**config.mk**
```make
export PLATFORM = sky130hd
export DESIGN_NAME = radio_data_fifo_pair_flat
export DESIGN_NICKNAME = d
export VERILOG_FILES = /design/src/rtl/fifo_pair_pkg.sv /design/src/rtl/fifo_link_if.sv /design/src/rtl/radio_data_fifo_pair.sv /design/src/flat_wrapper.sv
export VERILOG_INCLUDE_DIRS = /design/src /design/src/rtl
export SDC_FILE = /design/constraint.sdc
export NUM_CORES = 1
export LEC_CHECK = 0
export BUFFER_PORTS_ARGS = -buffer_cell sky130_fd_sc_hd__clkbuf_2
export CELL_PAD_IN_SITES_DETAIL_PLACEMENT = 2
export CELL_PAD_IN_SITES_GLOBAL_PLACEMENT = 2
export CORE_MARGIN = 3
export CORE_UTILIZATION = 30
export DETAILED_ROUTE_END_ITERATION = 6
export GPL_TIMING_DRIVEN = 0
export PLACE_DENSITY_LB_ADDON = 0.1
export RECOVER_POWER = 50
export SETUP_SLACK_MARGIN = 0.15
export SLEW_MARGIN = 20
export SYNTH_ARGS = -nofsm -noshare
export SYNTH_HDL_FRONTEND = slang
export SYNTH_SLANG_ARGS = --single-unit
```
**constraint.sdc**
```tcl
create_clock -name core_clk -period 3.6 [get_ports core_clk]
set_input_delay 0.54 -clock core_clk [delete_from_list [all_inputs] [get_ports core_clk]]
set_output_delay 0.54 -clock core_clk [all_outputs]
set_load 0.01 [all_outputs]
```
**src/rtl/fifo_pair_cfg.svh**
```systemverilog
// Constants of the radio data buffer pair and its host controller.
// Assumes inclusion by bare name from rtl/; holds definitions only.
`ifndef FIFO_PAIR_CFG_SVH
`define FIFO_PAIR_CFG_SVH

// Buffer geometry
`define FIFO_DEPTH      7'h40
`define FIFO_PTR_W      6
`define FIFO_CNT_W      7
`define FIFO_CNT_ZERO   7'h00
`define FIFO_PTR_STEP   6'h01
`define FIFO_CNT_STEP   7'h01

// Threshold coding
`define THR_STEP        7'h04
`define THR_RX_OFFSET   7'h01
`define THR_TX_BASE     7'h3D

// Status byte error bit
`define STAT_ERR_BIT    7

// Flush mask bits carried in the access data
`define FLUSH_RX_BIT    0
`define FLUSH_TX_BIT    1

// Host register offsets
`define REG_TX_DATA     4'h0
`define REG_RX_DATA     4'h1
`define REG_RX_COUNT    4'h2
`define REG_TX_COUNT    4'h3
`define REG_CONFIG      4'h4
`define REG_COMMAND     4'h5
`define REG_IRQ_STATUS  4'h6
`define REG_IRQ_MASK    4'h7
`define REG_STATUS_BYTE 4'h8

// Configuration register fields
`define CFG_THR_LSB     0
`define CFG_THR_MSB     3
`define CFG_PIN_LSB     4
`define CFG_PIN_MSB     5
`define CFG_RESET       8'h00

// Interrupt bits
`define IRQ_RX_OVERFLOW  0
`define IRQ_TX_UNDERFLOW 1
`define IRQ_RX_THR_RISE  2
`define IRQ_TX_THR_FALL  3
`define IRQ_W            4

`endif

```
**src/rtl/fifo_pair_pkg.sv**
```systemverilog
// Types shared by both ends of the radio data buffer link.
// Assumes nothing beyond a SystemVerilog compiler.
package fifo_pair_pkg;

  // Kind of host access carried over the link
  typedef enum logic [1:0] {
    ACC_TX_DATA,
    ACC_RX_DATA,
    ACC_FLUSH
  } access_target_type;

  // Source routed onto the general output pin
  typedef enum logic [1:0] {
    PIN_RX_THRESHOLD,
    PIN_TX_THRESHOLD,
    PIN_RX_OVERFLOW,
    PIN_TX_UNDERFLOW
  } pin_source_type;

endpackage

```
**src/rtl/fifo_link_if.sv**
```systemverilog
// Link between the host controller and the buffer pair.
// Assumes both ends run on the same core clock.
`timescale 1ns/1ps
`default_nettype none
interface fifo_link_if
  import fifo_pair_pkg::*;
();
  // Host to device
  logic                    acc_valid;               // One-cycle access strobe
  access_target_type       acc_target;              // What the access does
  logic [7:0]              acc_wdata;               // Byte to queue or flush mask
  logic [3:0]              buffer_threshold_select; // Threshold point, level
  pin_source_type          pin_source;              // Pin source, level
  // Device to host
  logic [7:0]              acc_rdata;               // Byte popped by last read
  logic [7:0]              status_byte;             // Status of last access
  logic [6:0]              rx_fill_count;           // Receive byte count
  logic [6:0]              tx_fill_count;           // Transmit byte count
  logic                    rx_threshold;            // Receive at or above threshold
  logic                    tx_threshold;            // Transmit at or above threshold
  logic                    rx_overflow_evt;         // One-cycle overflow pulse
  logic                    tx_underflow_evt;        // One-cycle underflow pulse

  modport device (
    input  acc_valid, acc_target, acc_wdata, buffer_threshold_select, pin_source,
    output acc_rdata, status_byte, rx_fill_count, tx_fill_count,
    output rx_threshold, tx_threshold, rx_overflow_evt, tx_underflow_evt
  );

  modport host (
    output acc_valid, acc_target, acc_wdata, buffer_threshold_select, pin_source,
    input  acc_rdata, status_byte, rx_fill_count, tx_fill_count,
    input  rx_threshold, tx_threshold, rx_overflow_evt, tx_underflow_evt
  );
endinterface
`default_nettype wire

```
**src/rtl/radio_data_fifo_pair.sv**
```systemverilog
// Receive and transmit byte buffers between the radio packet engine
// and the host link, with error flags, counts and threshold signals.
// Assumes the radio side strobes are synchronous to core_clk.
`include "fifo_pair_cfg.svh"
`timescale 1ns/1ps
`default_nettype none
module radio_data_fifo_pair
  import fifo_pair_pkg::*;
(
  // Clock and reset
  input  wire logic                   core_clk,
  input  wire logic                   arst_n,
  // Radio receive side
  input  wire logic                   rx_write,
  input  wire logic [7:0]             rx_write_data,
  // Radio transmit side
  input  wire logic                   tx_read,
  output logic      [7:0]             tx_read_data,
  output logic                        tx_empty,
  // Power state
  input  wire logic                   sleep_enter,
  // Programmable output
  output logic                        general_output_pin,
  // Host link
  fifo_link_if.device                 link
);

  // Receive buffer storage and pointers
  logic [7:0]               rx_mem [0:`FIFO_DEPTH-1];
  logic [`FIFO_PTR_W-1:0]   rx_wr_ptr;      // Next slot the radio fills
  logic [`FIFO_PTR_W-1:0]   rx_rd_ptr;      // Next slot the host drains
  logic [`FIFO_CNT_W-1:0]   rx_count;       // Bytes held

  // Transmit buffer storage and pointers
  logic [7:0]               tx_mem [0:`FIFO_DEPTH-1];
  logic [`FIFO_PTR_W-1:0]   tx_wr_ptr;      // Next slot the host fills
  logic [`FIFO_PTR_W-1:0]   tx_rd_ptr;      // Next slot the radio drains
  logic [`FIFO_CNT_W-1:0]   tx_count;       // Bytes held

  // Sticky error flags
  logic                     rx_overflow;    // Radio wrote into a full buffer
  logic                     tx_underflow;   // Radio read an empty buffer

  // Decoded host accesses
  logic                     host_rx_read;   // Host pops a receive byte
  logic                     host_tx_write;  // Host queues a transmit byte
  logic                     flush_rx;       // Host empties receive buffer
  logic                     flush_tx;       // Host empties transmit buffer

  // Push and pop qualifiers
  logic                     rx_full;
  logic                     rx_has_data;
  logic                     tx_full;
  logic                     rx_push;
  logic                     rx_pop;
  logic                     tx_push;
  logic                     tx_pop;
  logic                     rx_over_evt;
  logic                     tx_under_evt;

  // Threshold points
  logic [`FIFO_CNT_W-1:0]   rx_thr;
  logic [`FIFO_CNT_W-1:0]   tx_thr;
  logic [`FIFO_CNT_W-1:0]   thr_scaled;

  // Access decode from the link; host reads, writes and flushes of the buffers
  always_comb
  begin
    host_rx_read  = link.acc_valid && (link.acc_target == ACC_RX_DATA);
    host_tx_write = link.acc_valid && (link.acc_target == ACC_TX_DATA);
    flush_rx      = link.acc_valid && (link.acc_target == ACC_FLUSH) && link.acc_wdata[`FLUSH_RX_BIT];
    flush_tx      = link.acc_valid && (link.acc_target == ACC_FLUSH) && link.acc_wdata[`FLUSH_TX_BIT];
  end

  // Fill conditions and qualified moves
  always_comb
  begin
    rx_full      = (rx_count == `FIFO_DEPTH);
    rx_has_data  = (rx_count != `FIFO_CNT_ZERO);
    tx_full      = (tx_count == `FIFO_DEPTH);
    tx_empty     = (tx_count == `FIFO_CNT_ZERO);
    rx_push      = rx_write && !rx_full;
    rx_over_evt  = rx_write && rx_full;
    rx_pop       = host_rx_read && rx_has_data;
    // A write into a full transmit buffer overwrites the oldest slot
    tx_push      = host_tx_write;
    tx_pop       = tx_read && !tx_empty;
    tx_under_evt = tx_read && tx_empty;
  end

  // Receive storage: written by the radio only
  always_ff @(posedge core_clk)
  begin
    if (rx_push)
    begin
      rx_mem[rx_wr_ptr] <= rx_write_data;
    end
  end

  // Receive pointers and count; sleep or flush restart empty
  always_ff @(posedge core_clk or negedge arst_n)
  begin
    if (!arst_n)
    begin
      rx_wr_ptr <= '0;
      rx_rd_ptr <= '0;
      rx_count  <= `FIFO_CNT_ZERO;
    end
    else if (sleep_enter || flush_rx)
    begin
      rx_wr_ptr <= '0;
      rx_rd_ptr <= '0;
      rx_count  <= `FIFO_CNT_ZERO;
    end
    else
    begin
      // Simultaneous push and pop on the last byte keeps the count exact
      if (rx_push)
        rx_wr_ptr <= rx_wr_ptr + `FIFO_PTR_STEP;
      if (rx_pop)
        rx_rd_ptr <= rx_rd_ptr + `FIFO_PTR_STEP;
      if (rx_push && !rx_pop)
        rx_count <= rx_count + `FIFO_CNT_STEP;
      else if (rx_pop && !rx_push)
        rx_count <= rx_count - `FIFO_CNT_STEP;
    end
  end

  // Transmit storage: written by the host only
  always_ff @(posedge core_clk)
  begin
    if (tx_push)
    begin
      tx_mem[tx_wr_ptr] <= link.acc_wdata;
    end
  end

  // Transmit pointers and count; an overfill keeps the count at full
  always_ff @(posedge core_clk or negedge arst_n)
  begin
    if (!arst_n)
    begin
      tx_wr_ptr <= '0;
      tx_rd_ptr <= '0;
      tx_count  <= `FIFO_CNT_ZERO;
    end
    else if (sleep_enter || flush_tx)
    begin
      tx_wr_ptr <= '0;
      tx_rd_ptr <= '0;
      tx_count  <= `FIFO_CNT_ZERO;
    end
    else
    begin
      if (tx_push)
        tx_wr_ptr <= tx_wr_ptr + `FIFO_PTR_STEP;
      if (tx_pop)
        tx_rd_ptr <= tx_rd_ptr + `FIFO_PTR_STEP;
      if (tx_push && !tx_pop && !tx_full)
        tx_count <= tx_count + `FIFO_CNT_STEP;
      else if (tx_pop && !tx_push)
        tx_count <= tx_count - `FIFO_CNT_STEP;
    end
  end

  // Byte handed to the radio transmitter
  always_ff @(posedge core_clk or negedge arst_n)
  begin
    if (!arst_n)
      tx_read_data <= 8'h00;
    else if (tx_pop)
      tx_read_data <= tx_mem[tx_rd_ptr];
  end

  // Byte returned to the host; an empty read repeats the last byte
  always_ff @(posedge core_clk or negedge arst_n)
  begin
    if (!arst_n)
      link.acc_rdata <= 8'h00;
    else if (rx_pop)
      link.acc_rdata <= rx_mem[rx_rd_ptr];
  end

  // Sticky errors: a new event wins over a flush in the same cycle
  always_ff @(posedge core_clk or negedge arst_n)
  begin
    if (!arst_n)
    begin
      rx_overflow  <= 1'b0;
      tx_underflow <= 1'b0;
    end
    else
    begin
      if (rx_over_evt)
        rx_overflow <= 1'b1;
      else if (flush_rx || sleep_enter)
        rx_overflow <= 1'b0;
      if (tx_under_evt)
        tx_underflow <= 1'b1;
      else if (flush_tx || sleep_enter)
        tx_underflow <= 1'b0;
    end
  end

  // Error event pulses toward the host
  always_ff @(posedge core_clk or negedge arst_n)
  begin
    if (!arst_n)
    begin
      link.rx_overflow_evt  <= 1'b0;
      link.tx_underflow_evt <= 1'b0;
    end
    else
    begin
      link.rx_overflow_evt  <= rx_over_evt;
      link.tx_underflow_evt <= tx_under_evt;
    end
  end

  // Status byte: receive level for reads, transmit level otherwise
  always_ff @(posedge core_clk or negedge arst_n)
  begin
    if (!arst_n)
      link.status_byte <= 8'h00;
    else if (link.acc_valid)
    begin
      if (link.acc_target == ACC_RX_DATA)
        link.status_byte <= {rx_overflow, rx_count};
      else
        link.status_byte <= {tx_underflow, tx_count};
    end
  end

  // Separate count fields for the host
  always_ff @(posedge core_clk or negedge arst_n)
  begin
    if (!arst_n)
    begin
      link.rx_fill_count <= `FIFO_CNT_ZERO;
      link.tx_fill_count <= `FIFO_CNT_ZERO;
    end
    else
    begin
      link.rx_fill_count <= rx_count;
      link.tx_fill_count <= tx_count;
    end
  end

  // Threshold points, coded in opposite directions
  always_comb
  begin
    thr_scaled = 7'({3'h0, link.buffer_threshold_select} * `THR_STEP);
    rx_thr     = thr_scaled + `THR_STEP;
    tx_thr     = `THR_TX_BASE - thr_scaled;
  end

  // Threshold flags follow the counts both up and down
  always_ff @(posedge core_clk or negedge arst_n)
  begin
    if (!arst_n)
    begin
      link.rx_threshold <= 1'b0;
      link.tx_threshold <= 1'b0;
    end
    else
    begin
      link.rx_threshold <= (rx_count >= rx_thr);
      link.tx_threshold <= (tx_count >= tx_thr);
    end
  end

  // Source selection for the general output pin
  always_ff @(posedge core_clk or negedge arst_n)
  begin
    if (!arst_n)
      general_output_pin <= 1'b0;
    else
    begin
      unique case (link.pin_source)
        PIN_RX_THRESHOLD: general_output_pin <= (rx_count >= rx_thr);
        PIN_TX_THRESHOLD: general_output_pin <= (tx_count >= tx_thr);
        PIN_RX_OVERFLOW:  general_output_pin <= rx_overflow;
        PIN_TX_UNDERFLOW: general_output_pin <= tx_underflow;
      endcase
    end
  end

endmodule
`default_nettype wire

```
**src/flat_wrapper.sv**
```systemverilog
// flat-port wrapper written by rule: the top's interface ports become plain ports
module radio_data_fifo_pair_flat import fifo_pair_pkg::*;
  (core_clk, arst_n, rx_write, rx_write_data, tx_read, tx_read_data, tx_empty, sleep_enter, general_output_pin, link_acc_valid, link_acc_target, link_acc_wdata, link_buffer_threshold_select, link_pin_source, link_acc_rdata, link_status_byte, link_rx_fill_count, link_tx_fill_count, link_rx_threshold, link_tx_threshold, link_rx_overflow_evt, link_tx_underflow_evt);
  fifo_link_if link_i ();
  input  wire logic core_clk;
  input  wire logic arst_n;
  input  wire logic rx_write;
  input  wire logic [7:0] rx_write_data;
  input  wire logic tx_read;
  output logic      [7:0] tx_read_data;
  output logic tx_empty;
  input  wire logic sleep_enter;
  output logic general_output_pin;
  input wire logic [$bits(link_i.acc_valid)-1:0] link_acc_valid;
  input wire logic [$bits(link_i.acc_target)-1:0] link_acc_target;
  input wire logic [$bits(link_i.acc_wdata)-1:0] link_acc_wdata;
  input wire logic [$bits(link_i.buffer_threshold_select)-1:0] link_buffer_threshold_select;
  input wire logic [$bits(link_i.pin_source)-1:0] link_pin_source;
  output wire logic [$bits(link_i.acc_rdata)-1:0] link_acc_rdata;
  output wire logic [$bits(link_i.status_byte)-1:0] link_status_byte;
  output wire logic [$bits(link_i.rx_fill_count)-1:0] link_rx_fill_count;
  output wire logic [$bits(link_i.tx_fill_count)-1:0] link_tx_fill_count;
  output wire logic [$bits(link_i.rx_threshold)-1:0] link_rx_threshold;
  output wire logic [$bits(link_i.tx_threshold)-1:0] link_tx_threshold;
  output wire logic [$bits(link_i.rx_overflow_evt)-1:0] link_rx_overflow_evt;
  output wire logic [$bits(link_i.tx_underflow_evt)-1:0] link_tx_underflow_evt;
  assign link_i.acc_valid = link_acc_valid;
  assign link_i.acc_target = link_acc_target;
  assign link_i.acc_wdata = link_acc_wdata;
  assign link_i.buffer_threshold_select = link_buffer_threshold_select;
  assign link_i.pin_source = link_pin_source;
  assign link_acc_rdata = link_i.acc_rdata;
  assign link_status_byte = link_i.status_byte;
  assign link_rx_fill_count = link_i.rx_fill_count;
  assign link_tx_fill_count = link_i.tx_fill_count;
  assign link_rx_threshold = link_i.rx_threshold;
  assign link_tx_threshold = link_i.tx_threshold;
  assign link_rx_overflow_evt = link_i.rx_overflow_evt;
  assign link_tx_underflow_evt = link_i.tx_underflow_evt;
  radio_data_fifo_pair u_core (.core_clk(core_clk), .arst_n(arst_n), .rx_write(rx_write), .rx_write_data(rx_write_data), .tx_read(tx_read), .tx_read_data(tx_read_data), .tx_empty(tx_empty), .sleep_enter(sleep_enter), .general_output_pin(general_output_pin), .link(link_i));
endmodule
```
After elaboration in Yosys (flattened, before gate mapping)
Memory sizes are Yosys's and may differ from the RTL's. A register that Yosys moved wholly into a read port is not among the register bits. Index checks and enable logic that the tools add are counted.

Magnitude comparators: 2. Add/sub/neg operators: 10. Reduce and logical (&&, ||, !) cells: 38. Multiplexer cells: 24. Eq/ne operators: 7.

Operator list (number): $mux 6 (8); $mux 7 (6); $add 6x1->6 const B (4); $logic_and 1x1->1 (15); $add 7x1->7 const B (2); $eq 7x7->1 const B (2); $ge 7x7->1 (2); $sub 7x1->7 const B (2); $reduce_bool 2->1 (6); $logic_not 1->1 (9); $mux 1 (8); $mux 8 (1); $add 6x3->7 const B (1); $logic_not 7->1 (1); $reduce_bool 7->1 (1); $sub 6x6->7 const A (1); $eq 2x2->1 const B (3); $reduce_bool 3->1 (2); $eq 2x1->1 const B (2); $logic_not 2->1 (2); $pmux 1 s4 (1); $logic_or 1x1->1 (2).

Input port bits: 30. Logic and storage cells: 99. Output and inout port bits: 44. Memories: 2. Register bits: 67. Bits in writable memories: 1024.

Memories: u_core.rx_mem (depth 64, width 8, rd ports 1, clocked after memory_dff 1, wr ports 1, line radio_data_fifo_pair.sv:29) `` logic [7:0] rx_mem [0:`FIFO_DEPTH-1]; ``; u_core.tx_mem (depth 64, width 8, rd ports 1, clocked after memory_dff 1, wr ports 1, line radio_data_fifo_pair.sv:35) `` logic [7:0] tx_mem [0:`FIFO_DEPTH-1]; ``.

Logic depth before layout (Yosys ltp)
Word-level depth: 8. Gate-level depth with buffers: 13.

Worst setup path after synthesis
Ideal clock, no wire load.

Kind: register to register. From: register u_core.rx_count[3]. To: register u_core.rx_count[6]. Required time: 3.522 ns. Setup time: 0.078 ns. Setup slack: 0.284 ns. Arrival time: 3.238 ns. Period minus slack after synthesis: 3.316 ns. Cell stages (with the launch flop): 13. Cell sequence: dfrtp_1 -> nor4_2 -> a311o_2 -> buf_1 -> ha_1 -> inv_1 -> ha_1 -> nor2b_1 -> o21ai_0 -> a21boi_0 -> or3_1 -> a31o_2 -> a21oi_1.

Longest elaborated chain between the ends: 6. Elaborated cells on any way between the ends: 15. Those cells by class: add/sub: 2; eq/ne: 1; mux: 3; reduce/logical: 9.

Ends and longest elaborated chain: from (decl) (line radio_data_fifo_pair.sv:32) `` logic [`FIFO_CNT_W-1:0] rx_count; ``; from (signal assigned) (line radio_data_fifo_pair.sv:107) `` rx_count <= `FIFO_CNT_ZERO; ``; from (signal assigned) (line radio_data_fifo_pair.sv:113) `` rx_count <= `FIFO_CNT_ZERO; ``; from (signal assigned) (line radio_data_fifo_pair.sv:123) `` rx_count <= rx_count + `FIFO_CNT_STEP; ``; branches (longest 6 deep; another with $sub 7x1->7).

Several ways; the timed one is not identified. The select of a mux whose other input is x is not followed. A chain may end at the register's enable or synchronous reset.

Worst setup path after layout
From: register u_core.tx_wr_ptr[2]. To: memory u_core.tx_mem[40][2], enable pin.

RTL lines: from (decl) (line radio_data_fifo_pair.sv:36) `` logic [`FIFO_PTR_W-1:0] tx_wr_ptr; ``; from (signal assigned) (line radio_data_fifo_pair.sv:156) `` tx_wr_ptr <= tx_wr_ptr + `FIFO_PTR_STEP; ``; to (decl) (line radio_data_fifo_pair.sv:35).

No word-level cell before the write port.

==> flow_summary.json <==
{
  "final_area_sq_um": 50900,
  "synthToLayoutAreaGrowth_pct": 16.4,
  "dieArea_sq_um": 150000,
  "clkSinkCount": 1107,
  "ys_warn_count": 0,
  "io_buffers": 72,
  "yosysTopAreaCell": "edfxtp_1",
  "worstSetupStartpointType": "flip-flop",
  "setup_viol": 0,
  "dr_total_vias": 22225,
  "die_x_um": 388,
  "globalplace.congestion": 0.804,
  "finalCriticalPeriod_ns": 3.42,
  "use_met3": 0.0264,
  "die_y_um": 388,
  "grtUsageMet2": 0.309,
  "gr-usage-all-layers": 0.175,
  "root_buffer": "clkbuf_16",
  "finalCritPeriodShare": 0.950,
  "grt_max_degree": 69,
  "grt_pass1_wl_um": 189000,
  "fmax_ghz": 0.292,
  "grtUsageMet1": 0.222,
  "synth_edf_count": 1024,
  "hpwlAfterDp_um": 87800,
  "coreArea_sq_um": 144000,
  "cts_buffer_depth": 3,
  "power_frac_seq": 0.469,
  "path_clk_slew_ns": 0.06,
  "ir_drop_v": 0.000411,
  "via_per_inst": 4.93,
  "critPathArrivalTime_ns": 3.78,
  "p_clk_frac": 0.397,
  "synthCells": 2280,
  "synthesis.area_sq_um": 43700,
  "status": "finished, violations left",
  "antennaDiodeCount": 0,
  "post-route-util": 0.353,
  "h-tree-depth": 4,
  "place_area_sq_um": 46700,
  "initial_core_util": 0.303,
  "whs_ns": 0.0877,
  "routed_wl_um": 131000,
  "cts_buffers": 130,
  "internal-power_mw": 23.4,
  "place_ws_ns": -0.833,
  "hp-class": "primary input to flip-flop",
  "clk-insertion-delay-late_ns": 0.73,
  "p_total_mw": 31.6,
  "swShare": 0.259,
  "cellLeakagePower_nw": 15.9,
  "syn_nets": 2339,
  "relSlewSlack": -1.27,
  "cts_tree": "built",
  "fin_nets": 2559,
  "drt_iter0_markers": 1270,
  "synth_area_leaders": "edfxtp_1 (70%), mux4_2 (10%), dfrtp_1 (4.7%)",
  "maxCapViolCount": 17,
  "first_pass_iters": 5,
  "tightest_slew_ns": 3.41,
  "drc": 0,
  "layout_setup_ws_ns": 0.180,
  "combPwrFrac": 0.134,
  "rsz0062_at_grt": "yes",
  "syn_area_per_cell_sq_um": 19.2,
  "row_count": 139,
  "synthArstFlopShare": 0.0750,
  "ys_seq_area_frac": 0.751,
  "grt_pass1_vias": 24921,
  "power_density_nw_per_um2": 620,
  "post_drt_wl_per_cell_um": 29.0,
  "switching_power_mw": 8.17,
  "cp_max_fo": 8,
  "drv_slew": 858,
  "finClkSkew_ns": 0.0219,
  "ioPinCount": 74,
  "synth_cell_types": 59,
  "fillCellCount": 13999,
  "critical_path_class": "flip-flop to flip-flop",
  "grt_antenna_before_repair": 1,
  "grt.busiest_layer": "met2",
  "synth_top_area_share": 0.703,
  "final_antenna_net_count": 0,
  "ys_ff_latch": 1107,
  "hold_viol_final": 0,
  "critPathCaptureType": "flip-flop",
  "overflow": 0,
  "drive_gt1_frac": 0.238,
  "synth_ff_type": "edfxtp_1",
  "violations": "max-capacitance violations, max-slew violations",
  "cp_data_required_time_ns": 3.96
}
[Yosys cell counts (17+ instances only)]
master       n
o22ai_1     43
ha_1        27
dfrtp_1     83
buf_1       19
inv_1       20
mux4_2     202
a22oi_1     37
nand2_1     60
mux2i_1    147
o221ai_1    17
nand3_1     44
edfxtp_1  1024
buf_4       18
mux2_2      20
buf_2       25
a21oi_1     43
o21ai_0     18
clkbuf_1    57
nor2_1     186
[what timing repair did]
| item | in CTS | in global routing |
|---|---|---|
| gates resized for setup | 60 | 48 |
| pin swaps | 2 | 3 |
| hold buffers | 1 | 0 |
| endpoints found under the setup margin | 355 | 388 |
| setup buffers | 1 | 5 |
| hold endpoints to repair | 69 | 0 |
[routing by layer]
metal | vias up | share of wire
li1 | 9737 | -
met3 | 167 | 0.028
met5 | - | 0
met4 | 0 | 0.024
met2 | 358 | 0.52
met1 | 11963 | 0.43
[kinds of logic (layout without fill, tap and decap cells)]
| kind of cell | count (synthesis) | in the layout | synth area share |
|---|---|---|---|
| xor+xnor | 25 | 25 | 0.00501 |
| flops | 1107 | 1107 | 0.751 |
| simple gates | 358 | 358 | 0.0363 |
| fa+ha+maj | 29 | 29 | 0.00864 |
| compound gates | 243 | 243 | 0.0382 |
| buf+inv | 144 | 467 | 0.0155 |
| mux | 374 | 374 | 0.146 |
[area by class of cell]
cell class,instances,area [sq um],share of cell area
sequential,1107,32800,0.645
timing repair buffer,88,452,0.00887
clock buffer,166,3460,0.0680
buffer,124,622,0.0122
tap,1903,2380,0.0468
multi-input combinational,1029,10500,0.207
clock inverter,69,562,0.0110
inverter,20,75.1,0.00147
[per-stage QoR]
step | TNS [ns] | std cells
after floorplan | 0 | 2280
after global placement | -83.11 | 4255
after detailed placement | -103.58 | 4264
after CTS | -1.33 | 4501
after global routing | 0 | 4506
final | 0 | 4506
[worst max-delay path, stage by stage, from the launching register on]
cell	delay, ns
dfrtp_1	0.36
clkbuf_1	0.23
nor4_1	0.85
nand2_1	0.87
nor2_2	0.73
[worst paths after layout]
check,start,to,slack [ns],depth (start not counted)
worst max-delay path,u_core.tx_wr_ptr[2],u_core.tx_mem[40][2],0.18,4
max in group asynchronous,arst_n,u_core.tx_read_data[2],1.84,3
worst max register to register,u_core.tx_wr_ptr[2],u_core.tx_mem[40][2],0.18,4
worst min-delay path,rx_write,u_core.link.rx_overflow_evt,0.09,3
min in group asynchronous,arst_n,u_core.link.acc_rdata[5],0.69,2
worst min register to register,u_core.tx_count[6],u_core.link.tx_fill_count[6],0.38,0
[cells in the final DEF, fill, tap and decap left out, types with 12 or more instances in the layout]
cell	n
edfxtp_1	1024
clkinv_1	26
clkinv_2	16
a21o_1	13
a21oi_1	41
xor2_1	15
inv_1	20
buf_1	17
a22oi_1	37
mux2_2	20
nor3_1	15
clkbuf_1	113
buf_2	25
nor2_1	102
nor2b_1	12
clkbuf_16	133
o21ai_0	17
dfrtp_1	81
o22ai_1	43
clkbuf_2	56
a211oi_1	15
o221ai_1	17
nand2_1	60
mux2i_1	147
a32oi_1	12
buf_4	23
mux4_2	202
nor2_2	84
ha_1	26
nand3_1	42
[registers in the layout (all words and copies together) (netlist names), 6 cells and up]
| signal | cells |
|---|---|
| u_core.link.rx_fill_count | 7 |
| u_core.rx_rd_ptr | 6 |
| u_core.tx_wr_ptr | 6 |
| u_core.rx_count | 7 |
| u_core.tx_read_data | 8 |
| u_core.rx_mem | 512 |
| u_core.tx_rd_ptr | 6 |
| u_core.tx_count | 7 |
| u_core.link.acc_rdata | 8 |
| u_core.link.tx_fill_count | 7 |
| u_core.tx_mem | 512 |
| u_core.rx_wr_ptr | 6 |
| u_core.link.status_byte | 8 |
[power by group through the flow]
stage / clock network [mW] / registers (mW) / logic, mW
3_3_place_gp: 0 / 15.0 / 4.16
3_5_place_dp: 0 / 15.0 / 4.29
6_report: 12.5 / 14.8 / 4.24
2_1_floorplan: 0 / 14.9 / 2.51
4_1_cts: 13.0 / 14.8 / 4.35
5_1_grt: 13.5 / 14.8 / 4.62
Note: power is estimated with default switching activity, not from simulation.
